==> src/tmac_map.svh <==
// Register offsets, field positions and reset values of the timer match action block
`ifndef TMAC_MAP_SVH
`define TMAC_MAP_SVH
// Byte offsets of the registers (address bits 7:0)
`define TMAC_OFF_CTRL 8'h00
`define TMAC_OFF_TC 8'h04
`define TMAC_OFF_PSLIM 8'h08
`define TMAC_OFF_PC 8'h0C
`define TMAC_OFF_MCTRL 8'h10
`define TMAC_OFF_MV2 8'h14
`define TMAC_OFF_MV3 8'h18
`define TMAC_OFF_MV4 8'h1C
`define TMAC_OFF_CMSEL 8'h20
// Control register fields
`define TMAC_CTRL_RUN 0
`define TMAC_CTRL_CLR 1
// Match control layout: three bits per channel, channel 2 first
`define TMAC_MC_BASE 6
`define TMAC_MC_STRIDE 3
`define TMAC_MC_IRQ 0
`define TMAC_MC_CLR 1
`define TMAC_MC_HALT 2
`define TMAC_NCH 3
// Condition select width
`define TMAC_CM_W 3
// Reset value of every register
`define TMAC_RST_WORD 32'h0000_0000
// Bus encodings
`define TMAC_HTRANS_BUSY_BIT 1
`define TMAC_HRESP_OKAY 1'b0
`endif

==> src/tmac_pkg.sv <==
// Types shared by the timer match action block
`default_nettype none
package tmac_pkg;
  // Captured AHB address phase
  typedef struct packed {
    logic sel;
    logic wr;
    logic [7:0] off;
  } tmac_aphase_s;
  // Per-channel action enables
  typedef struct packed {
    logic halt;
    logic clr;
    logic irq;
  } tmac_mact_s;
endpackage
`default_nettype wire

==> src/tmac_top.sv <==
// Timer with per-channel match actions (channels 2 to 4) behind an AHB-Lite slave
//
// The implementer's own choices: the placing of the registers and the AHB-Lite slave port.
`timescale 1ns/100ps
`default_nettype none
`include "tmac_map.svh"

module tmac_top
  import tmac_pkg::*;
#(
  parameter int CNT_W = 16,
  parameter int PS_W = 16
) (
  input wire logic clk,
  input wire logic rst,
  input wire logic hsel,
  input wire logic [31:0] haddr,
  input wire logic [1:0] htrans,
  input wire logic hwrite,
  input wire logic [2:0] hsize,
  input wire logic [31:0] hwdata,
  input wire logic hready,
  output logic hreadyout,
  output logic hresp,
  output logic [31:0] hrdata,
  output logic [`TMAC_NCH-1:0] match_irq,
  output logic [`TMAC_CM_W-1:0] irq_condition_select,
  output logic [CNT_W-1:0] timer_count,
  output logic count_run_flag
);
  localparam int NCH = `TMAC_NCH;
  // hsize is not decoded: every register is one word, so narrower transfers act as whole-word ones

  // Widths wider than a bus word cannot be read back, so elaboration refuses them
  if (CNT_W < 1 || CNT_W > 32 || PS_W < 1 || PS_W > 32) begin : gen_bad_width
    $error("tmac_top: CNT_W and PS_W must lie in 1..32");
  end
  // The match value offset table below is written for exactly three channels
  if (NCH != 3) begin : gen_bad_nch
    $error("tmac_top: the match value table serves three channels only");
  end

  // Bits of the match control word that hold storage
  function automatic logic [31:0] mc_mask();
    logic [31:0] m;
    m = '0;
    for (int i = 0; i < NCH * `TMAC_MC_STRIDE; i++) begin
      m[`TMAC_MC_BASE + i] = 1'b1;
    end
    return m;
  endfunction

  localparam logic [31:0] MC_MASK = mc_mask();

  tmac_aphase_s ap_ff;
  logic [31:0] hrdata_ff;
  logic run_ff;
  logic [CNT_W-1:0] tc_ff;
  logic [PS_W-1:0] pc_ff;
  logic [PS_W-1:0] pslim_ff;
  logic [31:0] mctrl_ff;
  logic [CNT_W-1:0] mv_ff [NCH];
  logic [`TMAC_CM_W-1:0] cm_ff;
  logic [NCH-1:0] irq_ff;

  logic nxt_run;
  logic [CNT_W-1:0] nxt_tc;
  logic [PS_W-1:0] nxt_pc;
  logic [PS_W-1:0] nxt_pslim;
  logic [31:0] nxt_mctrl;
  logic [`TMAC_CM_W-1:0] nxt_cm;
  logic [31:0] nxt_rdata;
  tmac_aphase_s nxt_ap;

  // Address phase is taken when selected, ready and NONSEQ or SEQ (htrans bit 1); the slave never stalls
  wire take = hsel & hready & htrans[`TMAC_HTRANS_BUSY_BIT];
  assign nxt_ap = '{sel: take, wr: hwrite, off: haddr[7:0]};

  // Data-phase write strobes
  wire wr_now = ap_ff.sel & ap_ff.wr;
  wire wr_ctrl = wr_now && ap_ff.off == `TMAC_OFF_CTRL;
  wire wr_tc = wr_now && ap_ff.off == `TMAC_OFF_TC;
  wire wr_pslim = wr_now && ap_ff.off == `TMAC_OFF_PSLIM;
  wire wr_mctrl = wr_now && ap_ff.off == `TMAC_OFF_MCTRL;
  wire wr_cm = wr_now && ap_ff.off == `TMAC_OFF_CMSEL;
  wire sw_clr = wr_ctrl && hwdata[`TMAC_CTRL_CLR];
  // Any software access that owns the counter this cycle
  wire sw_cnt = wr_ctrl | wr_tc;

  // Unpack the enables of each channel
  tmac_mact_s act [NCH];
  logic [NCH-1:0] hit;
  logic [NCH-1:0] halt_en;
  logic [NCH-1:0] clr_en;
  logic [NCH-1:0] ie_en;
  logic [CNT_W-1:0] nxt_mv [NCH];

  // The prescaler wraps once per count step; matches are judged on that step
  // A limit of zero makes every clock a count step; a larger limit slows matching alike
  wire tick = run_ff && pc_ff == pslim_ff;

  localparam logic [7:0] MV_OFF [NCH] = '{`TMAC_OFF_MV2, `TMAC_OFF_MV3, `TMAC_OFF_MV4};

  genvar g;
  generate
    for (g = 0; g < NCH; g++) begin : gen_ch
      localparam int B = `TMAC_MC_BASE + g * `TMAC_MC_STRIDE;
      // Channel action bits from the match control word
      assign act[g] = '{halt: mctrl_ff[B + `TMAC_MC_HALT], clr: mctrl_ff[B + `TMAC_MC_CLR],
                        irq: mctrl_ff[B + `TMAC_MC_IRQ]};
      assign halt_en[g] = act[g].halt;
      assign clr_en[g] = act[g].clr;
      assign ie_en[g] = act[g].irq;
      // A channel hits on a count step while the count equals its match value
      assign hit[g] = tick && tc_ff == mv_ff[g];
      assign nxt_mv[g] = (wr_now && ap_ff.off == MV_OFF[g]) ? hwdata[CNT_W-1:0] : mv_ff[g];

      // Match value storage
      always_ff @(posedge clk or posedge rst) begin
        if (rst) begin
          mv_ff[g] <= CNT_W'(`TMAC_RST_WORD);
        end else begin
          mv_ff[g] <= nxt_mv[g];
        end
      end
    end
  endgenerate

  // Halt outranks clear when both are armed on a matching channel
  wire any_halt = |(hit & halt_en);
  wire any_clr = |(hit & clr_en) & ~any_halt;

  // Counter next state; a software write wins over a same-cycle match action
  assign nxt_tc = wr_tc ? hwdata[CNT_W-1:0] :
                  sw_clr ? '0 :
                  any_halt ? tc_ff :
                  any_clr ? '0 :
                  tick ? tc_ff + CNT_W'(1) : tc_ff;
  assign nxt_pc = sw_clr ? '0 :
                  any_halt ? pc_ff :
                  tick ? '0 :
                  run_ff ? pc_ff + PS_W'(1) : pc_ff;
  assign nxt_run = wr_ctrl ? hwdata[`TMAC_CTRL_RUN] : (run_ff & ~any_halt);
  assign nxt_pslim = wr_pslim ? hwdata[PS_W-1:0] : pslim_ff;
  assign nxt_mctrl = wr_mctrl ? (hwdata & MC_MASK) : mctrl_ff;
  assign nxt_cm = wr_cm ? hwdata[`TMAC_CM_W-1:0] : cm_ff;

  // Read mux looks at next values so a read right behind a write sees the new data
  always_comb begin
    nxt_rdata = `TMAC_RST_WORD;
    if (take && !hwrite) begin
      case (haddr[7:0])
        `TMAC_OFF_CTRL: nxt_rdata[`TMAC_CTRL_RUN] = nxt_run;
        `TMAC_OFF_TC: nxt_rdata[CNT_W-1:0] = nxt_tc;
        `TMAC_OFF_PSLIM: nxt_rdata[PS_W-1:0] = nxt_pslim;
        `TMAC_OFF_PC: nxt_rdata[PS_W-1:0] = nxt_pc;
        `TMAC_OFF_MCTRL: nxt_rdata = nxt_mctrl;
        `TMAC_OFF_MV2: nxt_rdata[CNT_W-1:0] = nxt_mv[0];
        `TMAC_OFF_MV3: nxt_rdata[CNT_W-1:0] = nxt_mv[1];
        `TMAC_OFF_MV4: nxt_rdata[CNT_W-1:0] = nxt_mv[2];
        `TMAC_OFF_CMSEL: nxt_rdata[`TMAC_CM_W-1:0] = nxt_cm;
        default: nxt_rdata = `TMAC_RST_WORD;
      endcase
    end
  end

  // Bus-side registers
  always_ff @(posedge clk or posedge rst) begin
    if (rst) begin
      ap_ff <= '0;
      hrdata_ff <= `TMAC_RST_WORD;
    end else begin
      ap_ff <= nxt_ap;
      hrdata_ff <= nxt_rdata;
    end
  end

  // Configuration registers; every enable starts cleared
  always_ff @(posedge clk or posedge rst) begin
    if (rst) begin
      mctrl_ff <= `TMAC_RST_WORD;
      pslim_ff <= PS_W'(`TMAC_RST_WORD);
      cm_ff <= `TMAC_CM_W'(`TMAC_RST_WORD);
    end else begin
      mctrl_ff <= nxt_mctrl;
      pslim_ff <= nxt_pslim;
      cm_ff <= nxt_cm;
    end
  end

  // Counter core
  always_ff @(posedge clk or posedge rst) begin
    if (rst) begin
      run_ff <= 1'b0;
      tc_ff <= CNT_W'(`TMAC_RST_WORD);
      pc_ff <= PS_W'(`TMAC_RST_WORD);
    end else begin
      run_ff <= nxt_run;
      tc_ff <= nxt_tc;
      pc_ff <= nxt_pc;
    end
  end

  // One-cycle interrupt pulses; condition shaping is left to the interrupt controller
  always_ff @(posedge clk or posedge rst) begin
    if (rst) begin
      irq_ff <= '0;
    end else begin
      irq_ff <= hit & ie_en;
    end
  end

  // Zero wait states, always OKAY
  assign hreadyout = 1'b1;
  assign hresp = `TMAC_HRESP_OKAY;
  assign hrdata = hrdata_ff;
  assign match_irq = irq_ff;
  assign irq_condition_select = cm_ff;
  assign timer_count = tc_ff;
  assign count_run_flag = run_ff;
endmodule
`default_nettype wire

==> config.mk <==
export PLATFORM = sky130hd
export DESIGN_NAME = tmac_top
export DESIGN_NICKNAME = d
export VERILOG_FILES = /design/src/tmac_pkg.sv /design/src/tmac_top.sv
export VERILOG_INCLUDE_DIRS = /design/src /design/src/src
export SDC_FILE = /design/constraint.sdc
export NUM_CORES = 1
export LEC_CHECK = 0
export BUFFER_PORTS_ARGS = -buffer_cell sky130_fd_sc_hd__buf_2
export CAP_MARGIN = 20
export CORE_MARGIN = 10
export CORE_UTILIZATION = 35
export CTS_CLUSTER_DIAMETER = 100
export CTS_CLUSTER_SIZE = 30
export DETAILED_ROUTE_END_ITERATION = 8
export PLACE_DENSITY_LB_ADDON = 0.3
export SYNTH_ARGS = -nofsm -noshare
export SYNTH_HDL_FRONTEND = slang
export SYNTH_SLANG_ARGS = --single-unit
==> constraint.sdc <==
create_clock -name clk -period 6.1 [get_ports clk]
set_input_delay 0.305 -clock clk [delete_from_list [all_inputs] [get_ports clk]]
set_output_delay 0.305 -clock clk [all_outputs]
set_load 0.02 [all_outputs]
==> impl.org, run 1 <==
** STA
- In the post-route analysis, the smallest setup slack over all paths is 2.495 ns.
- Worst slew pin tran :: 1.074 ns
- The worst path needs 3.605 ns of the cycle, external delays included.
- Setup total negative slack on the finished layout was measured at 0 ns.
- Across the routed clock network, the largest skew measured is 0.01336 ns.
- RSZ-0062 raised after global routing :: no
- Static timing analysis puts the maximum clock frequency at 0.2774 GHz.
- Share of the clock period used by the worst path :: 59.10%
- Slew Limit Headroom :: 27.41%
- Max Slew Vio Count :: 0
- Setup violations remaining at the end of the flow were counted as 0.
- The hold violation total from the final report was 0.

** Layout
- Fraction of layout cells with a size suffix above 1 :: 25.64%
- For this run, the number of standard cells in the final layout without fillers is 1227.
- In the final design database the tool counted 960 nets.
- Number of antenna repair diodes :: 0
- Count of fill cells added during filler insertion :: 2412
- Area delta synth->final :: 14.78%
- After routing the design area is 10300 um2.

** Floorplanning
- Initial cell density of the core :: 35.63%
- The floorplan step defined a core boundary enclosing 25180 um2.
- The floorplan step set the die width to 180.1 um.
- Number of ports placed on the die boundary :: 131
- Number of cell rows :: 58
- Full die area :: 32440 um2
- The die is 180.1 um tall.

** Route
- In the routed layout, each cell is associated on average with a via count of 5.501.
- Number of design rule violations left after detail routing :: 0
- For this run, the detailed router's first-pass iteration total came to 5.
- The detail route stage leaves a number of antenna-violating nets equal to 0.
- Routed vias :: 6750
- Violation count after the first detailed-route iteration :: 608
- The final layout contains routed wiring with a total length of 26820 um.
- After detailed routing, the average wire length per cell comes to 21.86 um.

** GRT
- Congestion Overflow GR :: 0
- GRT Overall Usage :: 16.36%
- The number of global-route vias before repair is 6878.
- The first global-routing pass estimated 41520 um of wire.
- Pin count of the biggest net entering global routing :: 74
- Number of antenna violations at the first check in global routing :: 0

** Synth
- Net count after synthesis :: 886
- Number of distinct standard cells referenced by the synthesized netlist :: 76
- In this run, synthesis produced a sequential element count of 177.
- Post-synthesis async set-or-reset flop share :: 100.0%
- Mapped cell area :: 8971 um2
- Post-synthesis area per instance :: 11.08 um2
- Most used flip-flop cell after synthesis :: sky130_fd_sc_hd__dfrtp_1
- The cell count after synthesis came out at 810.
- In this run, synthesis inferred 0 flip-flops with an integrated enable.
- During synthesis, Yosys emitted a total of 0 warnings.
- Sequential cells were found to cover 49.37% of the synthesized design area.

** CTS
- TritonCTS created 17 clock buffers.
- Clock tree from TritonCTS :: done
- CTS root buffer :: sky130_fd_sc_hd__clkbuf_16
- Count of hold-fix buffers inserted at cts :: 6
- Number of levels the H-tree was split into :: 4
- In this run, post-CTS repair resized a total of 0 instances.
- Clock latency on the worst-skew pair :: 0.44 ns
- Max Root-Sink Buffers :: 2
- Reg clk slew, reported paths :: 0.08 ns
- Counting every sink on the clock net gives 177.
- In this run the post-CTS setup repair buffer count came out at 0.

** Power and ir drop
- Cell leakage power :: 4.664 nW
- Worst VDD drop :: 147.2 uV
- Sw Ratio :: 28.67%
- Flop pwr share :: 48.7%
- Combinational logic burns 10.2% of the power.
- Power density normalized to cell area :: 256.6 nW/um2
- Power spent charging and discharging nets :: 0.7577 mW
- Clock share of power :: 41.1%
- Cell Int Power :: 1.885 mW

** Critical path
- Crit. End Element :: register
- The setup path with the least slack is of type register to register.
- Type of element launching the critical path :: register
- For this design, the slowest cell found on the critical path is sky130_fd_sc_hd__a21oi_1.
- Critical path, cell by cell :: xor2_1 -> nor4_1 -> and4_4 -> a222oi_1 -> buf_4 -> a21oi_1 -> nand2_1 -> o22ai_1 -> a21o_1
- WP data required :: 6.47 ns
- Data arrival time of the critical path :: 3.98 ns
- In this design, the stage delay of the slowest critical-path cell is 0.87 ns.
- Largest fanout on the critical path :: 26

** Placement
- Routability-driven placement finished with a final weighted congestion of 0.8793.
- The count of buffers added on input and output ports is 84.
- Detailed placement ended at an HPWL of 19670 um.
- In this run the cell area measured after placement is 9652 um2.
- Worst setup timing slack at the placement stage :: 2.642 ns
- Cell count after placement :: 1189

** Min path
- Hold WC Path Type :: input pin to register

** Status
- Run status :: finished clean

** Run
- Max-capacitance violation count :: 0
==> final timing paths <==
path	cells past startpoint	slack, ns	from	endpoint
setup / recovery	9	2.50	timer_count[11]$_DFF_PP0_	hrdata[13]$_DFF_PP0_
hold / removal	1	0.05	haddr[5]	ap_ff[5]$_DFF_PP0_
setup reg to reg	9	2.50	timer_count[11]$_DFF_PP0_	hrdata[13]$_DFF_PP0_
hold reg to reg	1	0.48	mctrl_ff[16]$_DFF_PP0_	mctrl_ff[16]$_DFF_PP0_
max in group asynchronous	4	4.42	rst	match_irq[1]$_DFF_PP0_
min in group asynchronous	3	0.49	rst	hrdata[31]$_DFF_PP0_
==> layer usage <==
metal / vias up / part of all wire, % / track usage, %
met5: - / 0 / 0
met4: 0 / 3.2 / 6.890
met3: 43 / 6.2 / 3.574
met2: 229 / 44 / 24.17
met1: 3413 / 47 / 22.57
li1: 3065 / - / -
==> flip-flops by register name, summed over array words and instances, names as in the netlist <==
signal                count
count_run_flag            1
ap_ff                    10
mv_ff                    48
timer_count              16
irq_condition_select      3
match_irq                 3
mctrl_ff                 32
hrdata                   32
pc_ff                    16
pslim_ff                 16
==> worst max-delay path, delay by kind of cell, from the launching register on <==
family / cells / cell delay (ns)
simple gates: 3 / 1.16
compound gates: 4 / 1.32
flops: 1 / 0.54
buf+inv: 1 / 0.27
xor+xnor: 1 / 0.23
==> cell usage in the layout (no fill, tap or decap), types with 24 or more instances in the layout <==
master / netlist / routed
sky130_fd_sc_hd__dfrtp_1: 177 / 177
sky130_fd_sc_hd__xnor2_1: 44 / 44
sky130_fd_sc_hd__nor2_1: 25 / 24
sky130_fd_sc_hd__xor2_1: 37 / 37
sky130_fd_sc_hd__nand2_1: 69 / 69
sky130_fd_sc_hd__and3_1: 29 / 29
sky130_fd_sc_hd__and2_1: 36 / 36
sky130_fd_sc_hd__buf_2: 10 / 84
sky130_fd_sc_hd__mux2_2: 72 / 72
==> Yosys cell counts (14+ instances only) <==
cell                       number  area (um2)
sky130_fd_sc_hd__inv_1         20       75.07
sky130_fd_sc_hd__nand4_1       17       106.4
sky130_fd_sc_hd__a21oi_1       22       110.1
sky130_fd_sc_hd__buf_4         14       105.1
sky130_fd_sc_hd__and3_1        29       181.4
sky130_fd_sc_hd__nand3_1       22       110.1
sky130_fd_sc_hd__dfrtp_1      177        4429
sky130_fd_sc_hd__nor2_1        25       93.84
sky130_fd_sc_hd__clkbuf_1      17       63.81
sky130_fd_sc_hd__xor2_1        37       324.1
sky130_fd_sc_hd__and2_1        36       225.2
sky130_fd_sc_hd__nand2_1       69       259.0
sky130_fd_sc_hd__mux2_2        72       810.8
sky130_fd_sc_hd__xnor2_1       44       385.4
==> power groups by stage <==
stage | logic (mW) | registers [mW] | clock network [mW]
2_1_floorplan | 0.187 | 1.29 | 0
3_3_place_gp | 0.263 | 1.31 | 0
3_5_place_dp | 0.265 | 1.31 | 0
4_1_cts | 0.271 | 1.29 | 1.12
5_1_grt | 0.297 | 1.29 | 1.16
6_report | 0.269 | 1.29 | 1.09
==> layout make-up <==
type                    count  area (um2)  share of cell area, %
flip-flops and latches    177        4429                  43.01
multi-input cells         567        4227                  41.04
repair buffers            101       563.0                  5.468
clock buffers              17       425.4                  4.131
well taps                 330       412.9                  4.010
clock inverters            15       160.2                  1.555
inverters                  20       80.08                 0.7776
==> cells by family (layout without fill, tap and decap cells) <==
logic type                 after synthesis  in the layout  synth area share (%)
and+or+nand+nor                        277            277                 18.08
DFF                                    177            177                 49.37
buffers and inverters                   66            153                 3.724
AOI/OAI and AO/OA                      127            127                 10.71
muxes                                   76             76                 9.484
adders and majority gates                2              2                0.2789
xor gates and xnor gates                83             83                 8.271
other                                    2              2               0.08371
==> per-stage QoR <==
step                      util (%)  hold slack (ns)  total power, mW
after global routing         40.89          0.04424            2.753
final                        40.89          0.04949            2.643
after global placement       38.33           0.4475            1.570
after detailed placement     38.33           0.4467            1.574
after CTS                    40.89          0.03571            2.672
after floorplan                  -           0.3364            1.481
No activity file was read; power rests on OpenSTA's default activity.
==> run 2: changes to the inputs <==
==> constraint.sdc (replaced) <==
create_clock -name clk -period 3.5 [get_ports clk]
set_input_delay 0.175 -clock clk [delete_from_list [all_inputs] [get_ports clk]]
set_output_delay 0.175 -clock clk [all_outputs]
set_load 0.02 [all_outputs]
==> impl.org, run 2 (synthesized netlist as in run 1, its figures left out) <==
** Layout
- Leaving out fill and tap cells, the most frequent cell in the layout is sky130_fd_sc_hd__dfrtp_1.
- Area delta synth->final :: 16.62%
- Of the cells placed in the final design, the portion with a size suffix greater than 1 is 26.67%.
- Area taken by flip-flops and latches :: 4429 um2
- The layout has 2435 filler cells.
- Ranked by flip-flop count, first place goes to mv_ff.
- In the layout the commonest cells are sky130_fd_sc_hd__dfrtp_1 (177), sky130_fd_sc_hd__buf_2 (84), sky130_fd_sc_hd__mux2_2 (72).
- Max FFs per register :: 48
- Excluding fillers, the count of instances in the completed layout stands at 1245.
- Final net count :: 978
- Summing all multi-input logic gate instances after layout gives 4227 um2.
- The repair_antennas step left the layout with diodes totalling 0.

** CTS
- Clock tree from TritonCTS :: done
- After clock tree synthesis, the clock-pin slew on the worst setup and hold paths is 0.08 ns.
- The H-tree was split into 4 levels.
- The clock passes through at most 2 buffers.
- Clock tree synthesis inserted a total of 17 buffers.
- Number of sinks driven by the clock tree :: 177
- Clock latency on the worst-skew pair :: 0.44 ns
- CTS placed an instance of sky130_fd_sc_hd__clkbuf_16 at the clock tree root.
- Count of instances resized after the clock tree is built :: 0

** Placement
- The congestion estimate from routability-driven global placement came to 0.8844.
- Detailed placement ended at an HPWL of 19870 um.
- PortBufs :: 84
- In this run, placement finished with an instance count of 1203.

** Floorplanning
- The initial utilization of the core area, before any placement, comes to 35.63%.
- Die H :: 180.1 um
- For this design the top-level I/O count stands at 131.
- Row generation in the floorplan step produced 58 rows.
- Placeable core area :: 25180 um2
- Width of the die :: 180.1 um
- The floorplan step defined a die boundary enclosing 32440 um2.

** Route
- DRT antenna net count :: 0
- After detailed routing, the number of remaining DRC violations is 0.
- Routed vias :: 6675
- Drt first pass iters :: 8
- Wires add up to 26900 um.
- For this block, the initial DRC count from the detailed router was 692.
- Avg WL per Cell :: 21.61 um
- After detailed routing, the number of vias per cell comes to 5.361.

** Critical path
- Cell at the slowest stage of the critical path :: sky130_fd_sc_hd__dfrtp_1
- The worst register-to-register path begins at timer_count[2]$_DFF_PP0_.
- STA puts the critical path data required time at 3.85 ns.
- Critical R2R Capture :: hrdata[9]$_DFF_PP0_
- The worst setup path is captured at a register.
- Worst reg-to-reg path cell count :: 9
- Tracing the worst setup path back leads to its startpoint at timer_count[2]$_DFF_PP0_.
- Setup slack on the worst reg-to-reg path comes out at 0.41 ns.
- STA puts the critical path data arrival time at 3.44 ns.
- Along the worst path, the maximum fanout reaches 24.
- Longest individual stage delay on the worst path :: 0.58 ns
- Worst setup path endpoint :: hrdata[9]$_DFF_PP0_
- By startpoint and endpoint, the worst setup path is classified as register to register.
- Critical path, cell by cell :: xor2_1 -> nor4_1 -> and4_4 -> a222oi_1 -> buf_4 -> nor2_1 -> or4_4 -> a211o_1 -> a31oi_1
- Type of element launching the critical path :: register

** STA
- Clock tree skew after final layout :: 0.01102 ns
- The final number of max-transition violations came to 0.
- Final hold violation count :: 0
- Worst slew pin tran :: 0.8706 ns
- RSZ-0062 raised after global routing :: no
- Adding up every negative setup slack in the final design gives 0 ns.
- Post-route minimum period :: 3.089 ns
- In this run the tightest slew margin relative to its limit is 41.51%.
- Share of the clock period used by the worst path :: 88.25%
- Final setup violation count :: 0
- Based on the critical path, the design can be clocked at up to 0.3238 GHz.

** GRT
- Entering global routing, the biggest net connects 125 pins.
- First-pass GRT wire length :: 41750 um
- Number of antenna violations at the first check in global routing :: 1
- The total overflow left after global routing is 0.
- Via count of the first global-routing pass :: 6831
- GRT Overall Usage :: 16.37%

** Run
- Max-capacitance violation count :: 0

** Power and ir drop
- In this run the power density over the cells is 441.7 nW/um2.
- Across the VDD grid, the largest voltage drop is 296.5 uV.
- Cell leakage power :: 4.755 nW

** Min path
- Hold WC Path Type :: input pin to register

** Status
- The flow ran to the end, and the final reports show no timing, DRC or antenna violations.
## run 2: metal layers
metal  vias to the layer above  wire length [um]  GRT usage (%)
li1                       3101                 -              -
met1                      3337             12730          22.99
met2                       207             12050          24.84
met3                        28              1658          3.675
met4                         2               459          4.199
met5                         -                11              0
## run 2: worst max-delay path, delay by kind of cell, from the launching register on
kind	cells	cell delay, ns
XOR/XNOR	1	0.33
buffers and inverters	1	0.35
flip-flops	1	0.58
AND/OR/NAND/NOR	4	0.93
AO/OA/AOI/OAI	3	0.80
## run 2: stage by stage
step           hold slack, ns  cell area (um2)  worst slack (ns)  total power [mW]  utilization, %
3_3_place_gp           0.1918             9768            0.5250             2.735           38.79
2_1_floorplan          0.2064             8975            0.9623             2.581               -
5_1_grt               0.02140            10460            0.3183             4.829           41.55
3_5_place_dp           0.1927             9768            0.4900             2.739           38.79
6_report              0.02901            10460            0.4113             4.621           41.55
4_1_cts               0.01402            10460            0.4639             4.654           41.55
## run 2: worst min path at each step
stage          slack, ns  depth (start not counted)              endpoint  startpoint
5_1_grt             0.02                          2    ap_ff[9]$_DFF_PP0_      hready
2_1_floorplan       0.21                          0    ap_ff[0]$_DFF_PP0_    haddr[0]
6_report            0.03                          2    ap_ff[9]$_DFF_PP0_      hready
3_5_place_dp        0.19                          2  hrdata[31]$_DFF_PP0_         rst
3_3_place_gp        0.19                          2  hrdata[31]$_DFF_PP0_         rst
4_1_cts             0.01                          2    ap_ff[9]$_DFF_PP0_      hready
## run 2: repair_timing
action / 4_1_cts / 5_1_grt
hold endpoints to repair: 22 / 0
hold buffers: 10 / 0
setup buffers: 0 / 0
## run 2: cell type report
type | instances | share of cell area (%)
sequential | 177 | 42.33
timing repair buffer | 119 | 6.888
clock inverter | 15 | 1.614
inverter | 20 | 0.7534
tap | 330 | 3.946
clock buffer | 17 | 4.066
multi-input combinational | 567 | 40.40
## run 2: power breakdown
group,switching [mW],leakage (nW),total (mW),internal [mW]
registers,0.108,2.29,2.24,2.13
clock network,0.945,0.287,1.91,0.961
logic,0.273,2.18,0.473,0.201
total,1.33,4.75,4.62,3.30
==> run 3: changes to the inputs <==
--- a/config.mk
+++ b/config.mk
@@ -10,6 +10,7 @@
 export CAP_MARGIN = 20
 export CORE_MARGIN = 10
 export CORE_UTILIZATION = 35
+export CTS_BUF_LIST = sky130_fd_sc_hd__clkbuf_8
 export CTS_CLUSTER_DIAMETER = 100
 export CTS_CLUSTER_SIZE = 30
 export DETAILED_ROUTE_END_ITERATION = 8
==> impl.org, run 3 (synthesized netlist as in run 1, its figures left out) <==
** GRT
- Global routing used 22.89% of the available met1 tracks.
- Across every metal layer, demand over resource in global routing totals 16.37%.
- Met3 track demand over resource in global routing :: 3.213%
- First-pass GRT wire length :: 41750 um
- For this run the aggregate overflow at the end of global routing stands at 0.
- The number of global-route vias before repair is 6821.
- Entering global routing, the biggest net connects 125 pins.
- In this run the most used layer during global routing was met2.
- The initial antenna violation count is 0.
- Global routing used 24.79% of the available met2 tracks.

** Critical path
- Cell at the slowest stage of the critical path :: sky130_fd_sc_hd__dfrtp_1
- Data on the critical path arrives at its endpoint at 3.49 ns.
- For the worst setup path, the data required time is 3.90 ns.
- Critical path, cell by cell :: xor2_1 -> nor4_1 -> and4_4 -> a222oi_1 -> buf_4 -> nor2_1 -> or4_4 -> a211o_1 -> a31oi_1
- Together, buffers and inverters on the worst path number 1.
- The critical path is of the register to register type.
- Cell class contributing the biggest share of worst-path delay :: simple AND/OR/NAND/NOR gates
- In this run the worst path has a maximum fanout of 24.
- Crit. End Element :: register
- The worst setup path is launched from a register.
- Longest individual stage delay on the worst path :: 0.59 ns

** CTS
- The tree is rooted in a sky130_fd_sc_hd__clkbuf_8.
- Number of levels the H-tree was split into :: 4
- The tree built by TritonCTS fans out to 177 sinks.
- Reg clk slew, reported paths :: 0.11 ns
- Clock buffers created by TritonCTS :: 17
- Max Root-Sink Buffers :: 2
- For the worst-skew pair, the clock arrives at the later sink with an insertion delay of 0.49 ns.
- Clock tree from TritonCTS :: done

** Route
- DRT antenna net count :: 0
- Using the TritonRoute via totals, the vias-per-cell ratio works out to 5.376.
- For this block, the initial DRC count from the detailed router was 593.
- Number of design rule violations left after detail routing :: 0
- Avg WL per Cell :: 21.52 um
- The pre-antenna-repair detailed-routing pass consisted of 5 iterations.
- Routed vias :: 6709
- Final wirelength :: 26860 um

** STA
- At the pin with the least slew margin, the transition time is 0.9328 ns.
- Share of the clock period used by the worst path :: 88.51%
- Final setup violation count :: 0
- Clock tree skew after final layout :: 0.01812 ns
- Across all hold checks on the routed design, the worst slack comes to 0.04012 ns.
- RSZ-0062 raised after global routing :: no
- Post-route minimum period :: 3.098 ns
- Slew Limit Headroom :: 37.34%
- The hold violation total from the final report came to 0.
- For the final routed database, the setup TNS stands at 0 ns.
- The final number of max-transition violations was 0.
- Fmax :: 0.3228 GHz

** Layout
- mv_ff holds more flip-flops than any other register.
- Max FFs per register :: 48
- In the final layout, the share of cells above drive strength 1 is 26.58%.
- Number of antenna repair diodes :: 0
- After the last flow step, the layout net total stands at 981.
- Commonest non-fill, non-tap cells in the layout :: sky130_fd_sc_hd__dfrtp_1 (177), sky130_fd_sc_hd__buf_2 (84), sky130_fd_sc_hd__mux2_2 (72)
- Area delta synth->final :: 14.83%
- Leading cell type in the layout, fill and taps excluded :: sky130_fd_sc_hd__dfrtp_1

** Floorplanning
- Number of cell rows :: 58
- The die covers 32440 um2.
- Die H :: 180.1 um
- Width of the die :: 180.1 um
- Placeable core area :: 25180 um2
- Number of ports placed on the die boundary :: 131
- Once the floorplan was initialized, standard cells occupied 35.63% of the core.

** Power and ir drop
- In this run the power density over the cells is 402.5 nW/um2.
- Worst VDD drop :: 182.7 uV
- Cell leakage power :: 4.682 nW

** Status
- The run finished with clean final reports.

** Min path
- Hold WC Path Type :: input pin to register

** Placement
- Detailed placement ended at an HPWL of 19870 um.
- PortBufs :: 84
- At the end of routability-driven placement, the weighted congestion stood at 0.8844.

** Run
- Across the run, the number of max-cap violations was 0.
[run 3: cell types whose count changed in the layout (fill, tap and decap cells not counted), sizes merged]
| cell | change |
|---|---|
| dlygate4sd3 | +3 |
[run 3: layout make-up]
cell class                 count  area (um2)
clock buffer                  17       234.0
clock inverter                15       168.9
fill                        2452       14880
inverter                      20       78.83
multi-input combinational    567        4227
sequential                   177        4429
tap                          330       412.9
timing repair buffer         122       750.7
[run 3: worst min-delay path: stages]
cell                      delay [ns]
sky130_fd_sc_hd__buf_2          0.17
sky130_fd_sc_hd__nand2_1        0.07
sky130_fd_sc_hd__o21ai_0        0.06
[run 3: per-layer routing]
metal / vias up / share of wire (%) / routed length, um
met5: - / 0 / 0
met4: 0 / 2.2 / 578
met3: 33 / 5.2 / 1407
met2: 217 / 45 / 12060
met1: 3353 / 48 / 12810
li1: 3106 / - / -
[run 3: report_power, final]
group	internal, mW	total, mW	switching [mW]	leakage, nW
clock network	0.541	1.43	0.886	0.200
registers	2.13	2.24	0.109	2.29
logic	0.202	0.476	0.273	2.19
[run 3: final timing paths]
| check | slack (ns) | from | cells past startpoint | endpoint |
|---|---|---|---|---|
| max | 0.40 | timer_count[2]$_DFF_PP0_ | 9 | hrdata[9]$_DFF_PP0_ |
| min | 0.04 | hwdata[0] | 3 | count_run_flag$_DFF_PP0_ |
| max reg2reg | 0.40 | timer_count[2]$_DFF_PP0_ | 9 | hrdata[9]$_DFF_PP0_ |
| min reg2reg | 0.48 | mctrl_ff[28]$_DFF_PP0_ | 1 | mctrl_ff[28]$_DFF_PP0_ |
| max in group asynchronous | 2.30 | rst | 4 | timer_count[6]$_DFF_PP0_ |
| min in group asynchronous | 0.19 | rst | 3 | hrdata[31]$_DFF_PP0_ |
[run 3: what timing repair did]
| item | CTS | global route |
|---|---|---|
| hold endpoints to repair | 24 | 0 |
| setup buffers | 0 | 0 |
| hold buffers | 13 | 0 |
| resized for setup | 0 | 0 |
[run 3: through the flow]
step                      util [%]  power, mW  cells  cell area [um2]  setup slack (ns)
after floorplan                  -      2.581    810             8975            0.9623
after global placement       38.79      2.735   1203             9768            0.5250
after detailed placement     38.79      2.739   1203             9768            0.4900
after CTS                    40.91      4.181   1248            10300            0.4652
after global routing         40.91      4.346   1248            10300            0.3058
final                        40.91      4.146   1248            10300            0.4023
